[src/rtl/sub_path_map.svh]
// offsets, field positions, reset values and phase counts of the subtract path
`ifndef SUB_PATH_MAP_SVH
`define SUB_PATH_MAP_SVH
// opcode, destination, address and literal fields of the 14-bit program word
`define OPC_LIT_HI       13
`define OPC_LIT_LO       8
`define OPC_LIT_VAL      6'h3C
`define OPC_LIT_MASK     6'h3E
`define OPC_FILE_HI      13
`define OPC_FILE_LO      8
`define OPC_FILE_VAL     6'h02
`define DEST_BIT         7
`define ADDR_HI          6
`define ADDR_LO          0
`define LIT_HI           7
`define LIT_LO           0
// reset values and phase count
`define ACC_RESET        8'h00
`define FLAG_RESET       1'h0
`define PHASE_COUNT      4
`endif

[src/rtl/sub_path_pkg.sv]
// types shared by the subtract path
package sub_path_pkg;
   typedef enum logic [1:0] {
      PH_DECODE  = 2'b00,
      PH_READ    = 2'b01,
      PH_PROCESS = 2'b10,
      PH_WRITE   = 2'b11
   } phase_t;
   typedef enum logic [1:0] {
      OP_NONE = 2'b00,
      OP_LIT  = 2'b01,
      OP_FILE = 2'b10
   } sub_op_t;
endpackage
[src/rtl/sub_adder.sv]
// eight-bit subtractor built as inverted subtrahend plus one
`timescale 1ns/100ps
module sub_adder #(
   parameter int WIDTH = 8
) (
   input  wire logic [WIDTH-1:0] minuend,
   input  wire logic [WIDTH-1:0] subtrahend,
   output      logic [WIDTH-1:0] diff,
   output      logic             no_borrow,
   output      logic             nibble_no_borrow
);
   logic [WIDTH:0] full_sum;
   logic [4:0]     low_sum;
   // two's complement: a + ~b + 1, carry out means no borrow
   always_comb begin
      full_sum = {1'b0, minuend} + {1'b0, ~subtrahend} + {{WIDTH{1'b0}}, 1'b1};
      low_sum  = {1'b0, minuend[3:0]} + {1'b0, ~subtrahend[3:0]} + 5'h01;
      diff             = full_sum[WIDTH-1:0];
      no_borrow        = full_sum[WIDTH];
      nibble_no_borrow = low_sum[4];
   end
endmodule

[src/rtl/sub_path.sv]
// subtract instruction datapath: literal and file-register forms
`timescale 1ns/100ps
`include "sub_path_map.svh"
module sub_path
   import sub_path_pkg::*;
#(
   parameter int WIDTH = 8
) (
   input  wire logic             clock,
   input  wire logic             rst_n,
   input  wire logic             instr_valid,
   input  wire logic [13:0]      instr_word,
   input  wire logic [WIDTH-1:0] file_rd_data,
   output      logic [6:0]       file_addr,
   output      logic             file_rd_en,
   output      logic             file_wr_en,
   output      logic [WIDTH-1:0] file_wr_data,
   output      logic [WIDTH-1:0] acc,
   output      logic             carry_flag,
   output      logic             half_byte_carry_flag,
   output      logic             zero_flag,
   output      logic             done,
   output      logic [1:0]       phase
);
   // ==========================================================
   // phase sequencer and operand state
   phase_t           phase_q;
   phase_t           phase_d;
   sub_op_t          op_q;
   sub_op_t          op_d;
   logic             dest_q;
   logic             dest_d;
   logic [6:0]       addr_q;
   logic [6:0]       addr_d;
   logic [WIDTH-1:0] opnd_q;
   logic [WIDTH-1:0] opnd_d;
   logic [WIDTH-1:0] res_q;
   logic [WIDTH-1:0] res_d;
   logic             c_res_q;
   logic             c_res_d;
   logic             dc_res_q;
   logic             dc_res_d;
   logic             rd_q;
   logic             rd_d;

   // ==========================================================
   // architectural state
   logic [WIDTH-1:0] acc_q;
   logic [WIDTH-1:0] acc_d;
   logic             c_q;
   logic             c_d;
   logic             dc_q;
   logic             dc_d;
   logic             z_q;
   logic             z_d;
   logic             wr_q;
   logic             wr_d;
   logic [WIDTH-1:0] wdata_q;
   logic [WIDTH-1:0] wdata_d;
   logic             done_q;
   logic             done_d;

   // ==========================================================
   // instruction decode
   sub_op_t          dec_op;
   logic             dec_dest;
   logic [6:0]       dec_addr;
   logic [WIDTH-1:0] dec_lit;

   always_comb begin
      dec_op   = OP_NONE;
      dec_dest = instr_word[`DEST_BIT];
      dec_addr = instr_word[`ADDR_HI:`ADDR_LO];
      dec_lit  = instr_word[`LIT_HI:`LIT_LO];
      // the top two bits count too: other literal words share 110x lower
      if ((instr_word[`OPC_LIT_HI:`OPC_LIT_LO] & `OPC_LIT_MASK)
          == `OPC_LIT_VAL) begin
         dec_op = OP_LIT;
      end else if (instr_word[`OPC_FILE_HI:`OPC_FILE_LO]
                   == `OPC_FILE_VAL) begin
         dec_op = OP_FILE;
      end
   end

   // ==========================================================
   // subtractor: operand minus accumulator
   logic [WIDTH-1:0] diff;
   logic             no_borrow;
   logic             nib_no_borrow;

   sub_adder #(.WIDTH(WIDTH)) u_sub (
      .minuend          (opnd_q),
      .subtrahend       (acc_q),
      .diff             (diff),
      .no_borrow        (no_borrow),
      .nibble_no_borrow (nib_no_borrow)
   );

   // ==========================================================
   // phase sequencer
   always_comb begin
      phase_d  = phase_q;
      op_d     = op_q;
      dest_d   = dest_q;
      addr_d   = addr_q;
      opnd_d   = opnd_q;
      res_d    = res_q;
      c_res_d  = c_res_q;
      dc_res_d = dc_res_q;
      rd_d     = 1'b0;
      unique case (phase_q)
         PH_DECODE: begin
            // idle here until a word arrives; each word takes four cycles, one per phase
            if (instr_valid) begin
               phase_d = PH_READ;
               op_d    = dec_op;
               if (dec_op == OP_LIT) begin
                  opnd_d = dec_lit;
               end else if (dec_op == OP_FILE) begin
                  dest_d = dec_dest;
                  addr_d = dec_addr;
                  rd_d   = 1'b1;
               end
            end
         end
         PH_READ: begin
            phase_d = PH_PROCESS;
            // register file answers in the same cycle as the read strobe
            if (op_q == OP_FILE) begin
               opnd_d = file_rd_data;
            end
         end
         PH_PROCESS: begin
            phase_d  = PH_WRITE;
            res_d    = diff;
            c_res_d  = no_borrow;
            dc_res_d = nib_no_borrow;
         end
         PH_WRITE: begin
            phase_d = PH_DECODE;
         end
      endcase
   end

   always_ff @(posedge clock or negedge rst_n) begin
      if (!rst_n) begin
         phase_q  <= PH_DECODE;
         op_q     <= OP_NONE;
         dest_q   <= 1'b0;
         addr_q   <= 7'h00;
         opnd_q   <= `ACC_RESET;
         res_q    <= `ACC_RESET;
         c_res_q  <= `FLAG_RESET;
         dc_res_q <= `FLAG_RESET;
         rd_q     <= 1'b0;
      end else begin
         phase_q  <= phase_d;
         op_q     <= op_d;
         dest_q   <= dest_d;
         addr_q   <= addr_d;
         opnd_q   <= opnd_d;
         res_q    <= res_d;
         c_res_q  <= c_res_d;
         dc_res_q <= dc_res_d;
         rd_q     <= rd_d;
      end
   end

   // ==========================================================
   // architectural state update
   always_comb begin
      acc_d   = acc_q;
      c_d     = c_q;
      dc_d    = dc_q;
      z_d     = z_q;
      wr_d    = 1'b0;
      wdata_d = wdata_q;
      done_d  = 1'b0;
      // flags and destination move only at the end of a subtract word
      if (phase_q == PH_WRITE && op_q != OP_NONE) begin
         done_d = 1'b1;
         c_d    = c_res_q;
         dc_d   = dc_res_q;
         z_d    = (res_q == '0);
         if (op_q == OP_FILE && dest_q) begin
            wr_d    = 1'b1;
            wdata_d = res_q;
         end else begin
            acc_d = res_q;
         end
      end
   end

   always_ff @(posedge clock or negedge rst_n) begin
      if (!rst_n) begin
         acc_q   <= `ACC_RESET;
         c_q     <= `FLAG_RESET;
         dc_q    <= `FLAG_RESET;
         z_q     <= `FLAG_RESET;
         wr_q    <= 1'b0;
         wdata_q <= `ACC_RESET;
         done_q  <= 1'b0;
      end else begin
         acc_q   <= acc_d;
         c_q     <= c_d;
         dc_q    <= dc_d;
         z_q     <= z_d;
         wr_q    <= wr_d;
         wdata_q <= wdata_d;
         done_q  <= done_d;
      end
   end

   // ==========================================================
   // outputs, all straight from flip-flops
   assign file_addr            = addr_q;
   assign file_rd_en           = rd_q;
   assign file_wr_en           = wr_q;
   assign file_wr_data         = wdata_q;
   assign acc                  = acc_q;
   assign carry_flag           = c_q;
   assign half_byte_carry_flag = dc_q;
   assign zero_flag            = z_q;
   assign done                 = done_q;
   assign phase                = phase_q;
endmodule

[config.mk]
export PLATFORM = sky130hd
export DESIGN_NAME = sub_path
export DESIGN_NICKNAME = d
export VERILOG_FILES = /design/src/rtl/sub_path_pkg.sv /design/src/rtl/sub_adder.sv /design/src/rtl/sub_path.sv
export VERILOG_INCLUDE_DIRS = /design/src /design/src/rtl
export SDC_FILE = /design/constraint.sdc
export NUM_CORES = 1
export LEC_CHECK = 0
export ABC_AREA = 1
export ABC_CLOCK_PERIOD_IN_PS = 1900
export BUFFER_PORTS_ARGS = -buffer_cell sky130_fd_sc_hd__buf_2
export CAP_MARGIN = 20
export CORE_MARGIN = 3
export CORE_UTILIZATION = 45
export CTS_BUF_LIST = sky130_fd_sc_hd__clkbuf_2 sky130_fd_sc_hd__clkbuf_4 sky130_fd_sc_hd__clkbuf_8
export DETAILED_ROUTE_END_ITERATION = 7
export GPL_TIMING_DRIVEN = 1
export PLACE_DENSITY = 0.79
export RECOVER_POWER = 25
export SYNTH_ARGS = -nofsm -noshare
export SYNTH_HDL_FRONTEND = slang
export SYNTH_HIERARCHICAL = 1
export SYNTH_SLANG_ARGS = --single-unit
[constraint.sdc]
create_clock -name clock -period 1.9 [get_ports clock]
set_input_delay 0 -clock clock [delete_from_list [all_inputs] [get_ports clock]]
set_output_delay 0 -clock clock [all_outputs]
set_load 0.01 [all_outputs]
Yosys cells after proc, flatten, opt, wreduce, memory -nomap -nowiden:

Index checks and enable logic that the tools add are counted.

* flip-flop bits (word level): 52
* input bits: 25
* output and inout port bits: 31
* logic and storage cells: 61

* add/subtract/negate cells: 4
* eq/ne operators: 11
* mux-type cells: 15
* bitwise gates (word level): 4
* reductions and logical operators: 11

Operators by type and width (count)
* 2-to-1 mux 8 bit: 3
* one-hot mux 8 bit (2 select lines): 1
* adder 8 x 8 -> 9 bit: 1
* adder 9 x 1 -> 9 bit, second input constant: 1
* == test 2 bit, second input constant: 4
* zero test 8 bit: 1
* inverter 8 bit: 1
* one-hot mux 2 bit (4 select lines): 1
* AND reduction 4 bit: 2
* 2-to-1 mux 1 bit: 7
* == test 6 x 2 -> 1 bit, second input constant: 1
* 2-to-1 mux 2 bit: 3
* != test 2 bit, second input constant: 3
* AND reduction 2 bit: 3
* adder 4 x 4 -> 5 bit: 1
* adder 5 x 1 -> 5 bit, second input constant: 1
* == test 5 bit, second input constant: 1
* == test 2 x 1 -> 1 bit, second input constant: 2
* inverter 4 bit: 1
* nonzero test 2 bit: 2
* logical AND 1 bit: 2
* zero test 2 bit: 1
* inverter 1 bit: 2

Depth between registers and ports, before layout:

Gate-level depths: netlist of the first run.

* depth in word-level cells: 8
* gate-level depth with buffers: 11
* depth with buffers taken out: 11

Modules after synthesis:

Netlist of the first run, hierarchy kept.

Modules (own cells, without submodules)
* sub_path: instances 1, cells each 243, area each 2294.7 um2, seq. area each 1301.2 um2
* sub_adder: instances 1, cells each 76, area each 414.1 um2, seq. area each 0.0 um2

Worst setup path after synthesis of the first run:

OpenSTA, ideal clock, no wires.

* path kind: register to register
* start point: register acc_q[0] (netlist: acc[0])
* end point: register res_q[4]
* setup time: 0.083 ns
* arrival: 1.464 ns
* data required time: 1.817 ns
* path slack: 0.353 ns
* cell stages (with the launch flop): 9
* buffers on the path: 0
* period minus slack after synthesis: 1.547 ns
* path through: dfrtp_1 -> ha_1 -> fa_1 -> inv_1 -> nand2_1 -> nand3_2 -> xor2_1 -> nand2_1 -> o21ai_0

* word-level cells in the longest chain between the ends: 3

Ends and longest elaborated chain
* start: declaration: line sub_path.sv:48 `logic [WIDTH-1:0] acc_q;`
* start signal: assignment: line sub_path.sv:196 `` acc_q <= `ACC_RESET; ``
* inverter 8 bit: line sub_adder.sv:16 `full_sum = {1'b0, minuend} + {1'b0, ~subtrahend} + {{WIDTH{1'b0}}, 1'b1};`
* adder 8 x 8 -> 9 bit: line sub_adder.sv:16
* adder 9 x 1 -> 9 bit: line sub_adder.sv:16
* net diff[4]: line sub_path.sv:87 `logic [WIDTH-1:0] diff;`
* end signal: assignment: line sub_path.sv:152 `` res_q <= `ACC_RESET; ``
* end signal: assignment: line sub_path.sv:162 `res_q <= res_d;`
* end: declaration: line sub_path.sv:37 `logic [WIDTH-1:0] res_q;`

The timed path passes the listed nets, and every way through them passes these cells.
A chain may end at the register's enable or synchronous reset.

Final worst setup path of the first run:

* start point: register opnd_q[0]
* end point: register res_q[6]

* word-level cells in the longest chain between the ends: 2

Ends and longest elaborated chain
* start: declaration: line sub_path.sv:35 `logic [WIDTH-1:0] opnd_q;`
* start signal: assignment: line sub_path.sv:151 `` opnd_q <= `ACC_RESET; ``
* start signal: assignment: line sub_path.sv:161 `opnd_q <= opnd_d;`
* adder 8 x 8 -> 9 bit: line sub_adder.sv:16
* adder 9 x 1 -> 9 bit: line sub_adder.sv:16
* net diff[6]: line sub_path.sv:87

The timed path passes the listed nets, and every way through them passes these cells.

==> results of run 1 <==
[state kept, by name (all words and copies together) (netlist names), 2 cells and up]
name / flops
file_addr: 7
phase: 2
opnd_q: 8
res_q: 8
file_wr_data: 8
acc: 8
op_q: 2
[layer usage]
| layer | vias to the layer above | share of wire (%) |
|---|---|---|
| met3 | 6 | 6.5 |
| met2 | 72 | 45 |
| met1 | 956 | 48 |
| met4 | 0 | 0.39 |
| met5 | - | 0 |
| li1 | 1132 | - |
[metrics by stage]
step	setup WS, ps	utilization, %	area [um2]	power, W	std cells
global placement	366	54.1	3070	0.00387	444
global route	112	56.9	3230	0.00506	460
finish	261	56.9	3230	0.00457	460
CTS	263	57.1	3240	0.00462	460
detailed placement	285	54.1	3070	0.00400	444
floorplan	353	-	2710	0.00338	319
[what timing repair did]
action | in CTS | in global routing
hold buffers | 9 | 0
setup buffers | 0 | 0
endpoints found under the hold margin | 60 | 0
[logic make-up after synthesis]
| logic type | Yosys count |
|---|---|
| and+or+nand+nor | 148 |
| AOI/OAI and AO/OA | 45 |
| DFF | 52 |
| adders and majority gates | 14 |
| buffers and inverters | 57 |
| xor gates and xnor gates | 3 |
[power groups by stage]
stage | registers (W) | clock network (W) | logic, W
finish | 0.00162 | 0.000597 | 0.00235
floorplan | 0.00167 | 0 | 0.00171
detailed placement | 0.00165 | 0 | 0.00235
global route | 0.00167 | 0.000673 | 0.00272
CTS | 0.00163 | 0.000610 | 0.00238
global placement | 0.00163 | 0 | 0.00224
[cells in the final DEF (no fill, tap or decap), types with 2 or more instances in the layout]
cell type and count:
o21ai_1 6, nor2_1 3, nand3_1 22, o21a_1 8, inv_1 48, dfrtp_1 52
o21ai_2 2, a21oi_1 3, buf_2 55, inv_2 2, clkbuf_8 5, o21ai_0 23
ha_1 13, nand2_1 106, nand4_1 3, nor3_4 2, xnor2_1 2, nand2_2 4
dlygate4sd3_1 9, nand2_4 2, buf_4 3
[critical path: stages, from the launching register on]
cell and delay (ps):
dfrtp_1 360, inv_1 50, ha_1 220, fa_1 410, inv_1 90, nand3_1 100
nand3_1 100, nand2_1 60, nand2_1 50, nand2_1 40, o21ai_0 70
[worst min-delay path by stage]
stage	start	to	slack [ps]	cells past startpoint
global placement	rst_n	file_wr_data[0]	10	2
finish	instr_valid	phase[1]	30	3
global route	instr_word[12]	file_addr[2]	30	4
detailed placement	rst_n	file_wr_data[0]	20	2
CTS	instr_valid	phase[1]	20	3
floorplan	rst_n	acc[0]	-300	0
[final cells by class]
class                           count  area (um2)  share of cell area (%)
Sequential cell                    52        1300                    40.3
Timing Repair Buffer               68         393                    12.2
Clock buffer                        6        76.3                    2.37
Inverter                           51         194                    6.01
Multi-Input combinational cell    210        1170                    36.2
Clock inverter                      1        5.00                   0.155
Tap cell                           72        90.1                    2.79
==> impl_results.md, run 1 <==
* Cell-internal power at 0.00259 W
* Layout cells sized above 1 at 21.9%
* R2R Setup Slk at 260 ps
* Drt pass-1 iters at 4
* Root Driver: clkbuf_8
* Initial antenna violation count at 0
* Switching part of the total at 43.3%
* Mapped Area at 2710 um2
* Max_cap viols at 0
* Core area at 5680 um2
* Hold Vio Cnt, Final at 0
* Met2 global-route usage at 27.0%
* Sum Neg Setup Slack at 0 ps
* Switching power at 0.00198 W
* Dominant cell type by area after synthesis: dfrtp_1
* Grt peak-use layer: met2
* Synth Area in XOR/XNOR at 0.970%
* Row cnt at 27
* I/O Pins at 56
* Syn nets at 358
* IO buf count at 55
* Avg Cell Area, Syn at 8.49 um2
* Comb pwr share at 51.5%
* Top cells by area, synth: dfrtp_1 48%, nand2_1 15%, inv_1 6.7%
* Number of global-route vias before repair at 2119
* Clock buffer depth at 2
* Post-route DRC at 0
* FFs w/ async S/R, synth at 100%
* Fmax at 610 MHz
* Synth cell types at 32
* Antenna cell count at 0
* Leak at 1.83 nW
* GRT met3 Usage at 4.24%
* Post-Synth Adder-Cell Area at 6.74%
* Worst-path fanout max at 2
* GRT Total Usage at 16.5%
* Mux share of post-synthesis cell area at 0%
* Largest net degree at the start of global routing at 53
* Die Wd at 83.6 um
* Routability congestion estimate at 0.835
* Sequential-to-total area share from yosys stat at 48.0%
* Fin. max-slew vios at 0
* Final layout net count at 427
* Die extent in y at 83.6 um
* FF-to-FF End: res_q[6]
* Via Count at 2166
* CP endpoint: res_q[6]
* Yosys reg bits at 52
* Largest family of logic cells by synthesized area: simple AND/OR/NAND/NOR gates
* Actual slew at the worst max-slew pin at 1230 ps
* Drt total wl at 5380 um
* Sequential power share at 35.5%
* CP Capture Type: register
* Post-synthesis simple-gate area fraction at 25.3%
* Normalized max-slew margin at 18.2%
* Critical Path Start Type: register
* Worst Hold Class: in2reg
* Synth Flop Type: dfrtp_1
* Pwr per Cell Area at 1420 nW/um2
* Final setup violation count at 0
* Post-CTS sizing at 0
* Antenna Nets Post-Route at 0
* H-tree levels at 2
* Reg2reg start: opnd_q[0]
* Grt total ovfl at 0
* Worst reg2reg path depth at 10
* Setup Skew at 3.31 ps
* CTS sink count at 52
* Post-Syn Instances at 319
* RSZ-0062 raised after global routing: false
* Area Growth Syn to Fin at 19.1%
* Tmin final at 1640 ps
* Initial Util at 47.7%
* Ys Warns at 6
* Global-route wire length before repair at 9630 um
* Met1 Use GR at 22.8%
* Synth Area in Compound Gates at 10.1%
* Synth cell count leaders: 106 x nand2_1, 52 x dfrtp_1, 48 x inv_1
* Fill count at 508
* Dpl hpwl at 4040 um
* Fin Hold WS at 25.8 ps
* Crit path DAT at 1860 ps
* Vias per inst at 4.71
* Share of the synthesized area in the top cell type at 48.0%
* Clock power frac at 13.1%
* VDD IR max at 0.658 mV
* Die ar. at 6990 um2
* Clock latency on the worst-skew pair at 300 ps
* Type of the worst setup path: reg2reg
* CTS Buf Count at 5
* Crit path launch: opnd_q[0]
* Mean routed wirelength per cell at 11.7 um
* Clock slew at reported path FFs at 90 ps
* Iteration-0 DRC Markers at 98
* CP Data Required Time at 2120 ps
* Top-count cell post-synth: nand2_1
* CTS tree: yes
* Status: complete, no violations
* Number of flops mapped to enable cells by yosys at 0
* Final period util at 86.2%
Power figures use the tool's default switching activity.
==> run 2, diff against run 1 <==
==> constraint.sdc (replaced) <==
create_clock -name clock -period 1.9 [get_ports clock]
set_input_delay 0.38 -clock clock [delete_from_list [all_inputs] [get_ports clock]]
set_output_delay 0.38 -clock clock [all_outputs]
set_load 0.01 [all_outputs]
==> run 2 against run 1 <==
Compared with the run above: routed wire length decreased by 0.76%; die area stayed put; sequential cell count stayed put; combinational power about the same; via count is essentially flat; cell count is 1.7% lower; sequential share of layout area rose by 0.76 points; final area shrank 1.9%; global-route usage grew 0.080 points; non-clock buffer count is 9 lower; sequential power about the same; highest routed layer unchanged.
==> impl_results.md, run 2 (same netlist as run 1, synthesis figures left out) <==
* Status: complete, no violations
* Fmax at 617 MHz (+1.1%)
* CP Data Required Time at 2120 ps (about the same)
* Grt total ovfl at 0 (unchanged)
* Row cnt at 27 (unchanged)
* Dpl hpwl at 4140 um (+2.3%)
* Worst Hold Class: in2reg
* Fin Hold WS at 317 ps (+291 ps)
* Actual slew at the worst max-slew pin at 1350 ps (+122 ps)
* Fin. max-slew vios at 0 (unchanged)
* Initial Util at 47.7% (unchanged)
* Comb pwr share at 50.5% (-1.0 points)
* Pwr per Cell Area at 1460 nW/um2 (+3.0%)
* Commonest cells after routing, fill and taps aside: 106 x nand2_1, 54 x buf_2, 52 x dfrtp_1
* Post-CTS sizing at 0 (unchanged)
* Worst-path fanout max at 2 (unchanged)
* RSZ-0062 raised after global routing: false
* Routability congestion estimate at 0.824 (-1.2%)
* Largest net degree at the start of global routing at 30 (-43%)
* Antenna cell count at 0 (unchanged)
* CTS sink count at 52 (unchanged)
* CTS Buf Count at 5 (unchanged)
* Tmin final at 1620 ps (-17.1 ps)
* Leak at 1.80 nW (-1.5%)
* Via Count at 2165 (-0.046%)
* Type of the worst setup path: reg2reg
* Commonest non-fill, non-tap cell in the layout: nand2_1
* Setup Skew at 3.82 ps (+0.517 ps)
* Core area at 5680 um2 (unchanged)
* Final layout net count at 418 (-2.1%)
* Mean routed wirelength per cell at 11.8 um (+0.99%)
* Root Driver: clkbuf_8
* IO buf count at 55 (unchanged)
* Antenna Nets Post-Route at 0 (unchanged)
* Hold Vio Cnt, Final at 0 (unchanged)
* Die extent in y at 83.6 um (unchanged)
* Sequential power share at 35.1% (-0.4 points)
* Global-route wire length before repair at 9560 um (-0.72%)
* Normalized max-slew margin at 10.1% (-8.1 points)
* Number of global-route vias before repair at 2069 (-2.4%)
* Initial antenna violation count at 0 (unchanged)
* Area Growth Syn to Fin at 16.9%
* Final core occ at 55.8% (-1.1 points)
* Max_cap viols at 0 (unchanged)
* Post-CTS Setup Inserts at 0 (unchanged)
* Cts hold-fix bufs at 0 (-9)
* Post-route DRC at 0 (unchanged)
* Sum Neg Setup Slack at 0 ps (unchanged)
* CTS tree: yes
* Die Wd at 83.6 um (unchanged)
* Vias per inst at 4.79 (+1.7%)
* H-tree levels at 2 (unchanged)
* Clock power frac at 14.4% (+1.3 points)
* Critical Path Start Type: register
* VDD IR max at 0.530 mV (-19%)
* Fill count at 522 (+2.8%)
* Drt total wl at 5330 um (-0.76%)
* CP Capture Type: register
* Cell-internal power at 0.00265 W (+2.1%)
* Die ar. at 6990 um2 (unchanged)
* Layout cells sized above 1 at 22.4% (+0.46 points)
* Iteration-0 DRC Markers at 90 (-8.2%)
* Setup WS post-layout at 278 ps (+17.1 ps)
* Non-Filler Instances at 452 (-1.7%)
* Switching part of the total at 42.7% (-0.58 points)
* Drt pass-1 iters at 4 (unchanged)
* I/O Pins at 56 (unchanged)
* GRT Total Usage at 16.5% (+0.080 points)
* Switching power at 0.00198 W (-0.26%)
* Clock buffer depth at 2 (unchanged)
* Final period util at 85.3% (-0.90 points)
* Clock slew at reported path FFs at 90 ps (about the same)
* Crit path DAT at 1840 ps (-20 ps)
* Dpl cells at 444 (unchanged)
* Pre-CTS setup slack at 298 ps (+13.7 ps)
* Clock latency on the worst-skew pair at 300 ps (about the same)
* Final setup violation count at 0 (unchanged)
-- run 2: changes by cell type in the layout (fill, tap and decap cells not counted) --
cell	before	now
dlygate4sd3_1	9	0
buf_2	55	54
clkbuf_8	5	6
clkbuf_2	1	0
clkbuf_4	1	2
clkinv_2	1	0
clkbuf_1	0	1
buf_12	0	1
-- run 2: routing by layer --
| layer | share of wire [%] | wire length, um | vias to the layer above | global-route usage (%) |
|---|---|---|---|---|
| li1 | - | - | 1119 | - |
| met2 | 47 | 2490 | 63 | 27.7 |
| met3 | 6.1 | 325 | 5 | 4.34 |
| met5 | 0 | 0 | - | 0 |
| met1 | 46 | 2480 | 978 | 21.8 |
| met4 | 0.75 | 40 | 0 | 3.07 |
-- run 2: cell type report --
cell class / count / area (um2) / area share [%]
flip-flops and latches: 52 / 1300 / 41.1
well taps: 72 / 90.1 / 2.84
clock buffers: 8 / 97.6 / 3.08
inverters: 51 / 194 / 6.12
multi-input cells: 210 / 1170 / 36.9
repair buffers: 59 / 317 / 10.0
-- run 2: worst paths after layout --
path	from	end	slack, ps	cells after the start
min	instr_word[0]	file_addr[0]	320	3
max	opnd_q[0]	res_q[4]	280	9
max in group asynchronous	rst_n	file_wr_data[3]	750	1
min reg2reg	file_addr[4]	file_addr[4]	480	2
max reg2reg	opnd_q[0]	res_q[4]	280	9
min in group asynchronous	rst_n	res_q[1]	360	1
-- run 2: power by group through the flow --
stage                     Clock, W  Combinational (W)  Sequential [W]
after floorplan                  0            0.00171         0.00167
after global routing      0.000746            0.00272         0.00166
final                     0.000667            0.00233         0.00162
after detailed placement         0            0.00234         0.00164
after global placement           0            0.00225         0.00163
after CTS                 0.000683            0.00236         0.00162
-- run 2: critical path, cell delays in order, from the launching register on --
cell     delay, ps
dfrtp_1        360
inv_1           50
ha_1           220
fa_1           410
inv_1           90
nand2_1         70
nand3_2         70
xor2_1         140
nand2_1         60
o21ai_0         80
-- run 2: per-stage QoR --
| stage | instance area (um2) | power [W] |
|---|---|---|
| floorplan | 2710 | 0.00338 |
| CTS | 3170 | 0.00467 |
| finish | 3170 | 0.00462 |
| global route | 3170 | 0.00512 |
| global placement | 3070 | 0.00387 |
| detailed placement | 3070 | 0.00398 |
